File: src/verilog/pstfc_pkg.sv
`default_nettype none
package pstfc_pkg;
    localparam logic [7:0] ADDR_SECONDARY_TIMEBASE_CONTROL = 8'h00;
    localparam logic [7:0] ADDR_FCL = 8'h04;
    localparam logic [7:0] ADDR_STRIG = 8'h08;
    localparam logic [7:0] ADDR_PER = 8'h0C;
    localparam logic [7:0] ADDR_MISC = 8'h10;
    localparam logic [7:0] ADDR_STAT = 8'h14;
    localparam logic [7:0] ADDR_CNT = 8'h18;
    localparam logic [15:0] REG_RST = 16'h0000;
    localparam logic [15:0] SECONDARY_TIMEBASE_CONTROL_WMASK = 16'h0FFF;
    localparam logic [15:0] STRIG_MASK = 16'hFFF8;
    localparam logic [15:0] MISC_MASK = 16'h003F;
    localparam int ST_PEND = 12;
    localparam int ST_IEN = 11;
    localparam int ST_IPU = 10;
    localparam int ST_SPOL = 9;
    localparam int ST_SOEN = 8;
    localparam int ST_SEN = 7;
    localparam int ST_SSRC = 4;
    localparam int ST_PS = 0;
    localparam int FC_IND = 15;
    localparam int FC_CLSRC = 10;
    localparam int FC_LIMIT_POLARITY = 9;
    localparam int FC_LIMIT_MODE_ENABLE = 8;
    localparam int FC_FSRC = 3;
    localparam int FC_FPOL = 2;
    localparam int FC_FMOD = 0;
    localparam int STRIG_LSB = 3;
    localparam int MI_TBEN = 0;
    localparam int MI_LOCAL = 1;
    localparam int MI_FDAT_L = 2;
    localparam int MI_FDAT_H = 3;
    localparam int MI_CDAT_L = 4;
    localparam int MI_CDAT_H = 5;
    localparam int SA_LATCHED = 0;
    localparam int SA_FAULT = 1;
    localparam int SA_LIMIT = 2;
    localparam logic [2:0] SYNC_SRC1 = 3'h0;
    localparam logic [2:0] SYNC_SRC2 = 3'h1;
    localparam logic [2:0] SYNC_SRC3 = 3'h2;
    localparam logic [4:0] CMP_LAST = 5'h03;
    localparam logic [4:0] FLT_FIRST = 5'h08;
    localparam logic [4:0] FLT_LAST = 5'h1E;
    localparam logic [1:0] FMOD_LATCH = 2'h0;
    localparam logic [1:0] FMOD_CYCLE = 2'h1;
    localparam logic [1:0] FMOD_RSVD = 2'h2;
    localparam logic [1:0] FMOD_OFF = 2'h3;
    typedef enum logic [1:0] {
        PSTFC_FLT_IDLE = 2'h0,
        PSTFC_FLT_CYCLE = 2'h1,
        PSTFC_FLT_LATCH = 2'h3
    } pstfc_flt_state_t;
endpackage
`default_nettype wire

File: src/verilog/pstfc_sel_if.sv
`timescale 1ns/1ps
`default_nettype none
interface pstfc_sel_if;
    logic [4:0] code;
    logic invert;
    logic active;
    modport ctrl (output code, output invert, input active);
    modport sel (input code, input invert, output active);
endinterface
`default_nettype wire

File: src/verilog/pstfc_src_sel.sv
`timescale 1ns/1ps
`default_nettype none
module pstfc_src_sel #(
    parameter int N_CMP = 4,
    parameter int N_FLT = 23
) (
    input wire logic clk_i,
    input wire logic rst_i,
    pstfc_sel_if.sel sel,
    input wire logic [N_CMP-1:0] comparator_i,
    input wire logic [N_FLT-1:0] fault_i
);
    import pstfc_pkg::*;
    if (N_CMP != 4 || N_FLT != 23) begin : g_bad
        $error("source selector serves 4 comparators and 23 fault inputs");
    end
    logic raw;
    logic valid;
    logic [4:0] idx;
    always_comb begin
        idx = sel.code - FLT_FIRST;
        raw = 1'b0;
        valid = 1'b0;
        if (sel.code <= CMP_LAST) begin
            raw = comparator_i[sel.code[1:0]];
            valid = 1'b1;
        end else if (sel.code >= FLT_FIRST && sel.code <= FLT_LAST) begin
            raw = fault_i[idx];
            valid = 1'b1;
        end
    end
    // reserved codes never assert, whatever the polarity
    always_ff @(posedge clk_i) begin
        if (rst_i) begin
            sel.active <= 1'b0;
        end else begin
            sel.active <= valid & (raw ^ sel.invert);
        end
    end
endmodule // pstfc_src_sel
`default_nettype wire

File: src/verilog/pstfc_postscale.sv
`timescale 1ns/1ps
`default_nettype none
module pstfc_postscale #(
    parameter int PS_W = 4
) (
    input wire logic clk_i,
    input wire logic rst_i,
    input wire logic event_i,
    input wire logic [PS_W-1:0] ratio_i,
    output logic event_o
);
    if (PS_W < 1) begin : g_bad
        $error("postscaler needs at least one bit");
    end
    logic [PS_W-1:0] cnt_reg;
    // >= so a ratio lowered mid-count still fires promptly
    always_ff @(posedge clk_i) begin
        if (rst_i) begin
            cnt_reg <= '0;
            event_o <= 1'b0;
        end else begin
            event_o <= 1'b0;
            if (event_i) begin
                if (cnt_reg >= ratio_i) begin
                    cnt_reg <= '0;
                    event_o <= 1'b1;
                end else begin
                    cnt_reg <= cnt_reg + 1'b1;
                end
            end
        end
    end
endmodule // pstfc_postscale
`default_nettype wire

File: src/verilog/pstfc_top.sv
// Our own choices: the Wishbone slave port and the placing of the registers.
`timescale 1ns/1ps
`default_nettype none
module pstfc_top #(
    parameter int PER_W = 16,
    parameter int N_CMP = 4,
    parameter int N_FLT = 23
) (
    input wire logic clk_i,
    input wire logic rst_i,
    input wire logic wb_cyc_i,
    input wire logic wb_stb_i,
    input wire logic wb_we_i,
    input wire logic [7:0] wb_adr_i,
    input wire logic [3:0] wb_sel_i,
    input wire logic [31:0] wb_dat_i,
    output logic [31:0] wb_dat_o,
    output logic wb_ack_o,
    input wire logic sync_input_1_i,
    input wire logic sync_input_2_i,
    input wire logic sync_input_3_i,
    output logic sec_sync_output_o,
    output logic sec_sync_output_oe_o,
    input wire logic [N_CMP-1:0] comparator_i,
    input wire logic [N_FLT-1:0] fault_inputs_i,
    input wire logic pwm_high_i,
    input wire logic pwm_low_i,
    output logic high_side_output_o,
    output logic low_side_output_o,
    input wire logic irq_ack_i,
    output logic sec_event_irq_o,
    output logic event_trigger_o,
    output logic adc_trigger_o
);
    import pstfc_pkg::*;

    if (PER_W != 16) begin : g_bad
        $error("time base must be 16 bits to match the trigger compare layout");
    end

    function automatic logic [15:0] wmerge(input logic [15:0] old, input logic [31:0] dat,
                                           input logic [3:0] sel, input logic [15:0] mask);
        logic [15:0] m;
        m = {{8{sel[1]}}, {8{sel[0]}}} & mask;
        wmerge = (old & ~m) | (dat[15:0] & m);
    endfunction

    function automatic logic sync_pick(input logic [2:0] src, input logic a, input logic b,
                                       input logic c);
        case (src)
            SYNC_SRC1: sync_pick = a;
            SYNC_SRC2: sync_pick = b;
            SYNC_SRC3: sync_pick = c;
            default: sync_pick = 1'b0;
        endcase
    endfunction

    logic ack_reg;
    logic [11:0] st_ctrl_reg;
    logic st_pend_reg;
    logic [15:0] fcl_reg;
    logic [12:0] strig_reg;
    logic [PER_W-1:0] per_buf_reg;
    logic [PER_W-1:0] per_active_reg;
    logic per_pend_reg;
    logic [5:0] misc_reg;
    logic [PER_W-1:0] cnt_reg;
    logic sync_prev_reg;
    pstfc_flt_state_t flt_state_reg;
    pstfc_flt_state_t flt_state_next;
    logic bus_req;
    logic wr_en;
    logic [15:0] st_rd;
    logic tben;
    logic boundary;
    logic sync_level;
    logic sync_evt;
    logic ps_evt;
    logic flt_clear;
    logic [1:0] fmod;
    logic fault_force;
    logic limit_force;
    logic [15:0] cmp_value;
    logic [15:0] st_wr;
    logic [15:0] strig_wr;
    logic [15:0] misc_wr;

    pstfc_sel_if flt_if ();
    pstfc_sel_if lim_if ();

    assign bus_req = wb_cyc_i & wb_stb_i;
    // write lands on the edge where the master samples ack
    assign wr_en = bus_req & wb_we_i & ack_reg;
    assign wb_ack_o = ack_reg;
    assign st_rd = {3'h0, st_pend_reg, st_ctrl_reg};
    assign tben = misc_reg[MI_TBEN];
    assign fmod = fcl_reg[FC_FMOD +: 2];
    assign cmp_value = {strig_reg, 3'h0};
    assign st_wr = wmerge(st_rd, wb_dat_i, wb_sel_i, SECONDARY_TIMEBASE_CONTROL_WMASK);
    assign strig_wr = wmerge(cmp_value, wb_dat_i, wb_sel_i, STRIG_MASK);
    assign misc_wr = wmerge({10'h000, misc_reg}, wb_dat_i, wb_sel_i, MISC_MASK);

    always_ff @(posedge clk_i) begin
        if (rst_i) begin
            ack_reg <= 1'b0;
        end else begin
            ack_reg <= bus_req & ~ack_reg;
        end
    end

    always_ff @(posedge clk_i) begin
        if (rst_i) begin
            wb_dat_o <= '0;
        end else if (bus_req & ~ack_reg) begin
            case (wb_adr_i)
                ADDR_SECONDARY_TIMEBASE_CONTROL: wb_dat_o <= {16'h0000, st_rd};
                ADDR_FCL: wb_dat_o <= {16'h0000, fcl_reg};
                ADDR_STRIG: wb_dat_o <= {16'h0000, cmp_value};
                ADDR_PER: wb_dat_o <= {16'h0000, per_buf_reg};
                ADDR_MISC: wb_dat_o <= {26'h0000000, misc_reg};
                ADDR_STAT: wb_dat_o <= {29'h00000000, limit_force, fault_force,
                                        flt_state_reg == PSTFC_FLT_LATCH};
                ADDR_CNT: wb_dat_o <= {16'h0000, cnt_reg};
                default: wb_dat_o <= '0;
            endcase
        end
    end

    always_ff @(posedge clk_i) begin
        if (rst_i) begin
            st_ctrl_reg <= REG_RST[11:0];
            fcl_reg <= REG_RST;
            strig_reg <= REG_RST[12:0];
            per_buf_reg <= REG_RST;
            misc_reg <= REG_RST[5:0];
        end else if (wr_en) begin
            case (wb_adr_i)
                ADDR_SECONDARY_TIMEBASE_CONTROL: st_ctrl_reg <= st_wr[11:0];
                // polarity changes are trusted to come while the time base is stopped
                ADDR_FCL: fcl_reg <= wmerge(fcl_reg, wb_dat_i, wb_sel_i, 16'hFFFF);
                ADDR_STRIG: strig_reg <= strig_wr[15:STRIG_LSB];
                ADDR_PER: per_buf_reg <= wmerge(per_buf_reg, wb_dat_i, wb_sel_i, 16'hFFFF);
                ADDR_MISC: misc_reg <= misc_wr[5:0];
                default: ;
            endcase
        end
    end

    // period buffer: a write and a load in one cycle keep the pending flag set
    always_ff @(posedge clk_i) begin
        if (rst_i) begin
            per_pend_reg <= 1'b0;
            per_active_reg <= REG_RST;
        end else begin
            if (per_pend_reg && (st_ctrl_reg[ST_IPU] || boundary)) begin
                per_active_reg <= per_buf_reg;
            end
            if (wr_en && wb_adr_i == ADDR_PER && wb_sel_i[1:0] != 2'h0) begin
                per_pend_reg <= 1'b1;
            end else if (st_ctrl_reg[ST_IPU] || boundary) begin
                per_pend_reg <= 1'b0;
            end
        end
    end

    always_comb begin
        sync_level = sync_pick(st_ctrl_reg[ST_SSRC +: 3], sync_input_1_i, sync_input_2_i,
                               sync_input_3_i) ^ st_ctrl_reg[ST_SPOL];
        sync_evt = st_ctrl_reg[ST_SEN] & sync_level & ~sync_prev_reg;
        boundary = tben & (cnt_reg >= per_active_reg);
    end

    always_ff @(posedge clk_i) begin
        if (rst_i) begin
            sync_prev_reg <= 1'b0;
            cnt_reg <= '0;
        end else begin
            sync_prev_reg <= sync_level;
            if (!tben || sync_evt || boundary) begin
                cnt_reg <= '0;
            end else begin
                cnt_reg <= cnt_reg + 1'b1;
            end
        end
    end

    always_ff @(posedge clk_i) begin
        if (rst_i) begin
            sec_sync_output_o <= 1'b0;
            sec_sync_output_oe_o <= 1'b0;
        end else begin
            sec_sync_output_oe_o <= st_ctrl_reg[ST_SOEN];
            sec_sync_output_o <= st_ctrl_reg[ST_SOEN] & (boundary ^ st_ctrl_reg[ST_SPOL]);
        end
    end

    pstfc_postscale #(
        .PS_W(4)
    ) u_ps (
        .clk_i(clk_i),
        .rst_i(rst_i),
        .event_i(boundary),
        .ratio_i(st_ctrl_reg[ST_PS +: 4]),
        .event_o(ps_evt)
    );
    assign event_trigger_o = ps_evt;

    // set wins over the acknowledge
    always_ff @(posedge clk_i) begin
        if (rst_i) begin
            st_pend_reg <= 1'b0;
        end else if (ps_evt) begin
            st_pend_reg <= 1'b1;
        end else if (irq_ack_i) begin
            st_pend_reg <= 1'b0;
        end
    end
    assign sec_event_irq_o = st_pend_reg & st_ctrl_reg[ST_IEN];

    // converter trigger only; nothing here feeds an interrupt
    always_ff @(posedge clk_i) begin
        if (rst_i) begin
            adc_trigger_o <= 1'b0;
        end else begin
            adc_trigger_o <= tben & misc_reg[MI_LOCAL] & (cnt_reg == cmp_value);
        end
    end

    assign flt_if.code = fcl_reg[FC_FSRC +: 5];
    assign flt_if.invert = fcl_reg[FC_FPOL];
    assign lim_if.code = fcl_reg[FC_CLSRC +: 5];
    assign lim_if.invert = fcl_reg[FC_LIMIT_POLARITY];

    pstfc_src_sel #(
        .N_CMP(N_CMP),
        .N_FLT(N_FLT)
    ) u_flt_sel (
        .clk_i(clk_i),
        .rst_i(rst_i),
        .sel(flt_if.sel),
        .comparator_i(comparator_i),
        .fault_i(fault_inputs_i)
    );

    pstfc_src_sel #(
        .N_CMP(N_CMP),
        .N_FLT(N_FLT)
    ) u_lim_sel (
        .clk_i(clk_i),
        .rst_i(rst_i),
        .sel(lim_if.sel),
        .comparator_i(comparator_i),
        .fault_i(fault_inputs_i)
    );

    assign flt_clear = wr_en && wb_adr_i == ADDR_STAT && wb_sel_i[0] && wb_dat_i[SA_LATCHED];

    always_comb begin
        flt_state_next = flt_state_reg;
        case (flt_state_reg)
            PSTFC_FLT_IDLE: begin
                if (flt_if.active && fmod == FMOD_LATCH) begin
                    flt_state_next = PSTFC_FLT_LATCH;
                end else if (flt_if.active && fmod == FMOD_CYCLE) begin
                    flt_state_next = PSTFC_FLT_CYCLE;
                end
            end
            PSTFC_FLT_CYCLE: begin
                // release with the source quiet, at a cycle boundary or while the time base is stopped
                if (!flt_if.active && (boundary || !tben)) begin
                    flt_state_next = PSTFC_FLT_IDLE;
                end
            end
            PSTFC_FLT_LATCH: begin
                if (flt_clear && !flt_if.active) begin
                    flt_state_next = PSTFC_FLT_IDLE;
                end
            end
            default: flt_state_next = PSTFC_FLT_IDLE;
        endcase
        if (fmod == FMOD_OFF || fmod == FMOD_RSVD) begin
            flt_state_next = PSTFC_FLT_IDLE;
        end
    end

    always_ff @(posedge clk_i) begin
        if (rst_i) begin
            flt_state_reg <= PSTFC_FLT_IDLE;
        end else begin
            flt_state_reg <= flt_state_next;
        end
    end

    assign fault_force = flt_state_reg != PSTFC_FLT_IDLE;
    assign limit_force = fcl_reg[FC_LIMIT_MODE_ENABLE] & lim_if.active;

    // independent mode: limit owns the high side, fault the low side;
    // software keeps the two selects apart
    always_ff @(posedge clk_i) begin
        if (rst_i) begin
            high_side_output_o <= 1'b0;
            low_side_output_o <= 1'b0;
        end else if (fcl_reg[FC_IND]) begin
            high_side_output_o <= limit_force ? misc_reg[MI_CDAT_H] : pwm_high_i;
            low_side_output_o <= fault_force ? misc_reg[MI_FDAT_L] : pwm_low_i;
        end else if (fault_force) begin
            high_side_output_o <= misc_reg[MI_FDAT_H];
            low_side_output_o <= misc_reg[MI_FDAT_L];
        end else if (limit_force) begin
            high_side_output_o <= misc_reg[MI_CDAT_H];
            low_side_output_o <= misc_reg[MI_CDAT_L];
        end else begin
            high_side_output_o <= pwm_high_i;
            low_side_output_o <= pwm_low_i;
        end
    end
endmodule // pstfc_top
`default_nettype wire

File: config.mk
export PLATFORM = sky130hd
export DESIGN_NAME = pstfc_top
export DESIGN_NICKNAME = d
export VERILOG_FILES = /design/src/verilog/pstfc_pkg.sv /design/src/verilog/pstfc_sel_if.sv /design/src/verilog/pstfc_src_sel.sv /design/src/verilog/pstfc_postscale.sv /design/src/verilog/pstfc_top.sv
export SDC_FILE = /design/constraint.sdc
export NUM_CORES = 1
export LEC_CHECK = 0
export BUFFER_PORTS_ARGS = -buffer_cell sky130_fd_sc_hd__buf_2
export CAP_MARGIN = 20
export CORE_MARGIN = 2
export CORE_UTILIZATION = 57
export CTS_CLUSTER_DIAMETER = 100
export DETAILED_ROUTE_END_ITERATION = 6
export PLACE_DENSITY = 0.81
export SYNTH_ARGS = -nofsm -noshare
export SYNTH_HDL_FRONTEND = slang
export SYNTH_SLANG_ARGS = --single-unit
export TNS_END_PERCENT = 5
File: constraint.sdc
create_clock -name clk_i -period 2.92 [get_ports clk_i]
set_clock_uncertainty 0.15 [all_clocks]
set_input_delay 0.292 -clock clk_i [delete_from_list [all_inputs] [get_ports clk_i]]
set_output_delay 0.292 -clock clk_i [all_outputs]
set_load 0.01 [all_outputs]
==> reports/qor.csv, run 1 <==
metric,value,unit
total routed wirelength,19.78,mm
Peak VDD IR,0.3828,mV
Congestion Overflow GR,0,
register area share after synthesis,35.68,%
Nets,999,
CTS root buffer,clkbuf_16,
hold path startpoint,wb_dat_i[12],
Core ar.,12520,um^2
Highest Clock Rate,0.3761,GHz
max cap viols,0,
register bit total from synthesis,129,
synth top area cells,"dfxtp_1 (36%), mux2i_1 (9.1%), ha_1 (5.4%), nor2_1 (4.9%), a21oi_1 (3.9%)",
RSZ-0062 raised after global routing,false,
R2R Setup Slk,0.26,ns
TritonCTS Buffers,17,
I/O Buffers,87,
run status,"finished, final reports clean",
I/O pin count,122,
number of inserted diodes,0,
htree depth,4,
total number of vias,6442,
DIE WIDTH,116.7,um
final non-filler cell total,1071,
hold depth,3,
"Worst Path Class, Setup",flip-flop to flip-flop,
Power Total,4047,uW
GRT Overall Usage,29.34,%
first-pass GRT wire length,30.55,mm
delay of the slowest cell on the worst path,0.49,ns
LEAKAGE,0.003321,uW
final hold viol count,0,
CTS tree,done,
cell mode on critical path,a21o_1,
Die Y,116.7,um
average wire per standard cell,18.47,um
Tmin final,2.659,ns
FILL cells,967,
pin count of the biggest net entering global routing,61,
Syn Std Cell Area,7237,um^2
"Slew Viols, Final",0,
Yosys top cell by area,dfxtp_1,
clk slew on worst S/H paths,0.06,ns
"commonest non-fill, non-tap cell in the layout",dfxtp_1,
share of the synthesized area in the top cell type,35.68,%
Syn Area/Cell,9.080,um^2
CP endpoint kind,flip-flop,
final core utilization,67.07,%
P&R area growth vs syn,16.01,%
max_slew headroom,24.98,%
R2R Path End,cnt_reg[13],
Worst-Skew Late Latency,0.42,ns
CP Launch Type,flip-flop,
post-synth cell types,76,
DIE AREA,13610,um^2
"commonest cells after routing, fill and taps aside","dfxtp_1 (129), nor2_1 (95), buf_2 (86)",
number of synthesized flops with an enable pin,0,
Starting Density,57.82,%
# setup viols final,0,
R2R depth,8,
layout cells sized above 1,19.80,%
top_reg_cell synth,dfxtp_1,
RR Startpoint,per_active_reg[13],
largest fanout on the critical path,16,
row count,41,
Worst Path Arrival,2.85,ns
worst min-delay path class,input pin to flip-flop,
crit path cell chain,inv_1 > ha_1 > a21o_1 > a21o_1 > and2_1 > a2111oi_4 > o311ai_2 > nor2_1,
vias in the first global route,5953,
HPWL Detailed,14.39,mm
final worst-path setup slack,0.2614,ns
antenna violations before repair,0,
Post-synth ARST share,0,%
DRT iter0 DRCs,706,
multi-input logic area,4278,um^2
Worst setup startpoint,per_active_reg[13],
Pre-Repair DR Iteration Count,7,
placed insts,1037,
setup TNS,0,ns
Setup Slack @ Placement,0.3802,ns
post-synthesis instance total,797,
CTS Sinks,129,
Pwr per Cell Area,482.0,nW/um^2
drt drc,0,
Slew @ Worst Pin,1.124,ns
via/cell ratio,6.015,
"Req. time, crit path",3.11,ns
FF+latch area,2582,um^2
Tcrit/Tclk final,91.05,%
Clock Tree Buf Depth,2,
Detail Route Antenna Nets,0,
GP Congestion,0.9168,
Synth Warn #,0,
CP max stage cell,a2111oi_4,
synth_stat cells (6+ instances only):
cell type,count
o21ai_1,13
ha_1,31
buf_4,18
dfxtp_1,129
nand2_1,50
xnor2_1,12
clkbuf_1,21
a211oi_1,6
nand4_1,7
mux2i_1,66
xor2_1,16
o21ai_0,20
inv_1,36
a22oi_1,24
a21oi_1,57
nand3_1,32
mux4_2,10
mux2_2,8
a21o_1,8
nor3_2,6
buf_2,10
nor2_1,95
metrics by stage:
step,instance area [um^2],hold slack (ns)
after detailed placement,7791,0.2973
after global placement,7791,0.2900
after CTS,8396,0.01823
after global routing,8396,0.03253
final,8396,0.02623
after floorplan,7293,0.2218
layer usage:
metal	global-route usage, %	part of all wire (%)	up-vias
met3	7.265	8.0	54
met4	14.04	3.5	0
met2	47.78	46	302
met5	0	0	-
met1	36.47	42	3059
li1	-	-	3027
worst max-delay path: cells and delay by family (launching register included):
kind                     cells  cell delay (ns)
adder cells (fa/ha/maj)      1             0.31
flip-flops                   1             0.32
buffers and inverters        1             0.04
AO/OA/AOI/OAI                4             1.33
AND/OR/NAND/NOR              2             0.44
worst max path at each step:
stage / cells past startpoint / endpoint
2_1_floorplan: 8 / cnt_reg[10]
3_3_place_gp: 8 / cnt_reg[13]
3_5_place_dp: 8 / u_ps.cnt_reg[0]
4_1_cts: 8 / cnt_reg[13]
5_1_grt: 8 / flt_state_reg[0]
6_report: 8 / cnt_reg[13]
repair_timing:
action / CTS / global route
resized for setup: 0 / 0
buffers inserted: 0 / 0
hold buffers: 2 / 0
setup endpoints to repair: 0 / 0
hold endpoints to repair: 3 / 0
report_power, final:
| group | leakage [uW] | switching (uW) | internal [uW] | total, uW |
|---|---|---|---|---|
| Clock | 0.000279 | 761 | 1320 | 2080 |
| Combinational | 0.00200 | 126 | 69.1 | 195 |
| Sequential | 0.00104 | 4.53 | 1770 | 1770 |
| Total | 0.00332 | 891 | 3160 | 4050 |
layout make-up:
type	count	share of cell area, %
clock inverter	9	1.267
inverter	38	1.699
sequential	129	30.76
tap	172	2.563
multi-input combinational	593	50.95
timing repair buffer	107	7.064
clock buffer	23	5.693
cells by family after synthesis:
| family | synth area share (%) |
|---|---|
| other | 0.05182 |
| buffers and inverters | 5.982 |
| muxes | 14.21 |
| xor gates and xnor gates | 3.389 |
| AOI/OAI and AO/OA | 16.94 |
| DFF | 35.68 |
| adders and majority gates | 5.360 |
| and+or+nand+nor | 18.38 |
Power figures use the tool's default switching activity.
==> run 2, diff against run 1 <==
- SYNTH_HIERARCHICAL: unset -> 1
==> run 2 against run 1 <==
  * Worst hold slack got worse by 0.020 ns
  * Power decreased by 3.2%
  * Register-to-register slack hardly changed
  * Design area up 1.1%
  * Fmax is 0.32% lower
  * Final cell count rose by 3.4%
  * Largest cell class unchanged
  * Critical endpoint is now u_ps/cnt_reg[2]
  * Synthesized cell count grew 4.6%
  * Area after synthesis is 1.8% higher
  * Critical path type unchanged
==> reports/qor.csv, run 2 <==
metric,value,unit
run status,"finished, final reports clean",
share of the synthesized area in the top cell type,35.07,%
HPWL Detailed,14.65,mm
largest fanout on the critical path,8,
Syn Std Cell Area,7365,um^2
Peak VDD IR,0.4637,mV
Yosys top cell by area,dfxtp_1,
htree depth,4,
Worst Path Arrival,2.87,ns
first-pass GRT wire length,32.11,mm
final hold viol count,0,
R2R depth,11,
Die Y,117.7,um
"Req. time, crit path",3.12,ns
RSZ-0062 raised after global routing,false,
P&R area growth vs syn,15.22,%
"Slew Viols, Final",0,
"commonest cells after routing, fill and taps aside","dfxtp_1 (129), buf_2 (86), nand2_1 (85)",
# setup viols final,0,
TritonCTS Buffers,17,
setup TNS,0,ns
CTS tree,done,
vias in the first global route,6396,
hold path startpoint,wb_dat_i[13],
met2 wire length,9.401,mm
Pwr per Cell Area,461.6,nW/um^2
average wire per standard cell,18.05,um
synth top area cells,"dfxtp_1 (35%), mux2i_1 (8.2%), ha_1 (5.3%), nand2_1 (4.3%), a21oi_1 (4.3%)",
via/cell ratio,6.051,
Congestion Overflow GR,0,
Post-synth ARST share,0,%
Tcrit/Tclk final,91.34,%
R2R Path End,u_ps/cnt_reg[2],
Clock Tree Buf Depth,2,
R2R Setup Slk,0.25,ns
Int Power,3017,uW
Logic pwr share,5.1,%
DIE AREA,13850,um^2
Worst-Skew Late Latency,0.42,ns
M1 WL,8.296,mm
register area share after synthesis,35.07,%
Top Layer Used,met4,
drt drc,0,
layout cells sized above 1,19.25,%
GP Congestion,0.9340,
CP Launch Type,flip-flop,
clock share of power,49.6,%
RR Startpoint,cnt_reg[13],
hold depth,3,
Final Cell Area,8486,um^2
DRT iter0 DRCs,755,
LEAKAGE,0.003265,uW
Detail Route Antenna Nets,0,
total number of vias,6699,
CTS Sinks,129,
FILL cells,1036,
routed length on met3,1.704,mm
register bit total from synthesis,129,
I/O pin count,122,
CTS root buffer,clkbuf_16,
total routed wirelength,19.98,mm
commonest cells in the netlist,"dfxtp_1 (129), nand2_1 (85), a21oi_1 (63)",
max_slew headroom,54.14,%
DP Area,7910,um^2
Synth Warn #,6,
worst min-delay path class,input pin to flip-flop,
DIE WIDTH,117.7,um
I/O Buffers,87,
Syn Area/Cell,8.830,um^2
row count,41,
post-synthesis instance total,834,
Tmin final,2.667,ns
number of synthesized flops with an enable pin,0,
pin count of the biggest net entering global routing,76,
Starting Density,58.36,%
Highest Clock Rate,0.3749,GHz
CP endpoint kind,flip-flop,
Nets,1035,
final worst-path setup slack,0.2528,ns
top_reg_cell synth,dfxtp_1,
Core ar.,12620,um^2
antenna violations before repair,0,
final core utilization,67.24,%
number of inserted diodes,0,
GRT Overall Usage,29.13,%
worst hold margin,0.006254,ns
Psw,899.2,uW
clk slew on worst S/H paths,0.06,ns
Slew @ Worst Pin,0.6861,ns
Pre-Repair DR Iteration Count,7,
Reg power frac,45.2,%
"Worst Path Class, Setup",flip-flop to flip-flop,
"commonest non-fill, non-tap cell in the layout",dfxtp_1,
max cap viols,0,
Setup Slack @ Placement,0.3088,ns
most common cell in the netlist,dfxtp_1,
Sw Share,22.96,%
post-synth cell types,77,
==> run 2: repair_timing <==
action / 4_1_cts / 5_1_grt
gates resized for setup: 0 / 0
hold buffers: 3 / 0
buffers inserted: 0 / 0
endpoints found under the hold margin: 5 / 0
endpoints found under the setup margin: 0 / 0
==> run 2: layer usage <==
| layer | vias to the layer above | GRT usage [%] |
|---|---|---|
| met5 | - | 0 |
| met4 | 0 | 11.60 |
| met3 | 50 | 6.686 |
| met2 | 340 | 47.20 |
| met1 | 3177 | 37.60 |
| li1 | 3132 | - |
==> run 2: worst max-delay path by stage <==
stage	from	end	slack, ns	cells after the start
2_1_floorplan	per_active_reg[15]	u_ps/cnt_reg[3]	0.45	10
3_3_place_gp	cnt_reg[13]	u_ps/cnt_reg[2]	0.37	11
3_5_place_dp	cnt_reg[13]	u_ps/cnt_reg[2]	0.31	11
4_1_cts	cnt_reg[13]	u_ps/cnt_reg[2]	0.26	11
5_1_grt	cnt_reg[13]	u_ps/cnt_reg[2]	0.09	11
6_report	cnt_reg[13]	u_ps/cnt_reg[2]	0.25	11
==> run 2: final cells by class <==
cell class	instances	area (um^2)	share of cell area, %
multi-input cells	619	4305	50.74
inverters	35	131.4	1.548
flip-flops and latches	129	2582	30.43
repair buffers	120	705.7	8.316
clock inverters	8	53.80	0.6340
clock buffers	24	491.7	5.795
well taps	172	215.2	2.536
==> run 2: worst max-delay path, cell delays in order, from the launching register on <==
cell	delay [ns]
dfxtp_1	0.38
ha_1	0.33
nand4_1	0.16
nor3_1	0.43
nand4_1	0.22
a31oi_1	0.22
buf_4	0.18
buf_4	0.16
nand2_1	0.05
nor2_1	0.09
o22ai_1	0.08
a21oi_1	0.14
==> run 2: metrics by stage <==
stage	power, uW	cells
floorplan	1915	849
global placement	1998	1072
detailed placement	2002	1072
CTS	3927	1107
global route	4027	1107
finish	3917	1107
==> run 2: power groups by stage <==
| stage | clock network, uW | registers [uW] | logic, uW |
|---|---|---|---|
| after floorplan | 0 | 1810 | 107 |
| after global placement | 0 | 1810 | 189 |
| after detailed placement | 0 | 1810 | 192 |
| after CTS | 1960 | 1770 | 196 |
| after global routing | 2040 | 1770 | 213 |
| final | 1940 | 1770 | 201 |
==> run 2: kinds of logic after synthesis <==
logic type	count (synthesis)	share of synthesized area, %
multiplexers	70	11.01
buffers and inverters	101	7.238
flip-flops	129	35.07
adder cells (fa/ha/maj)	31	5.267
AND/OR/NAND/NOR	309	22.41
other	1	0.05092
XOR/XNOR	27	3.211
AO/OA/AOI/OAI	166	15.75
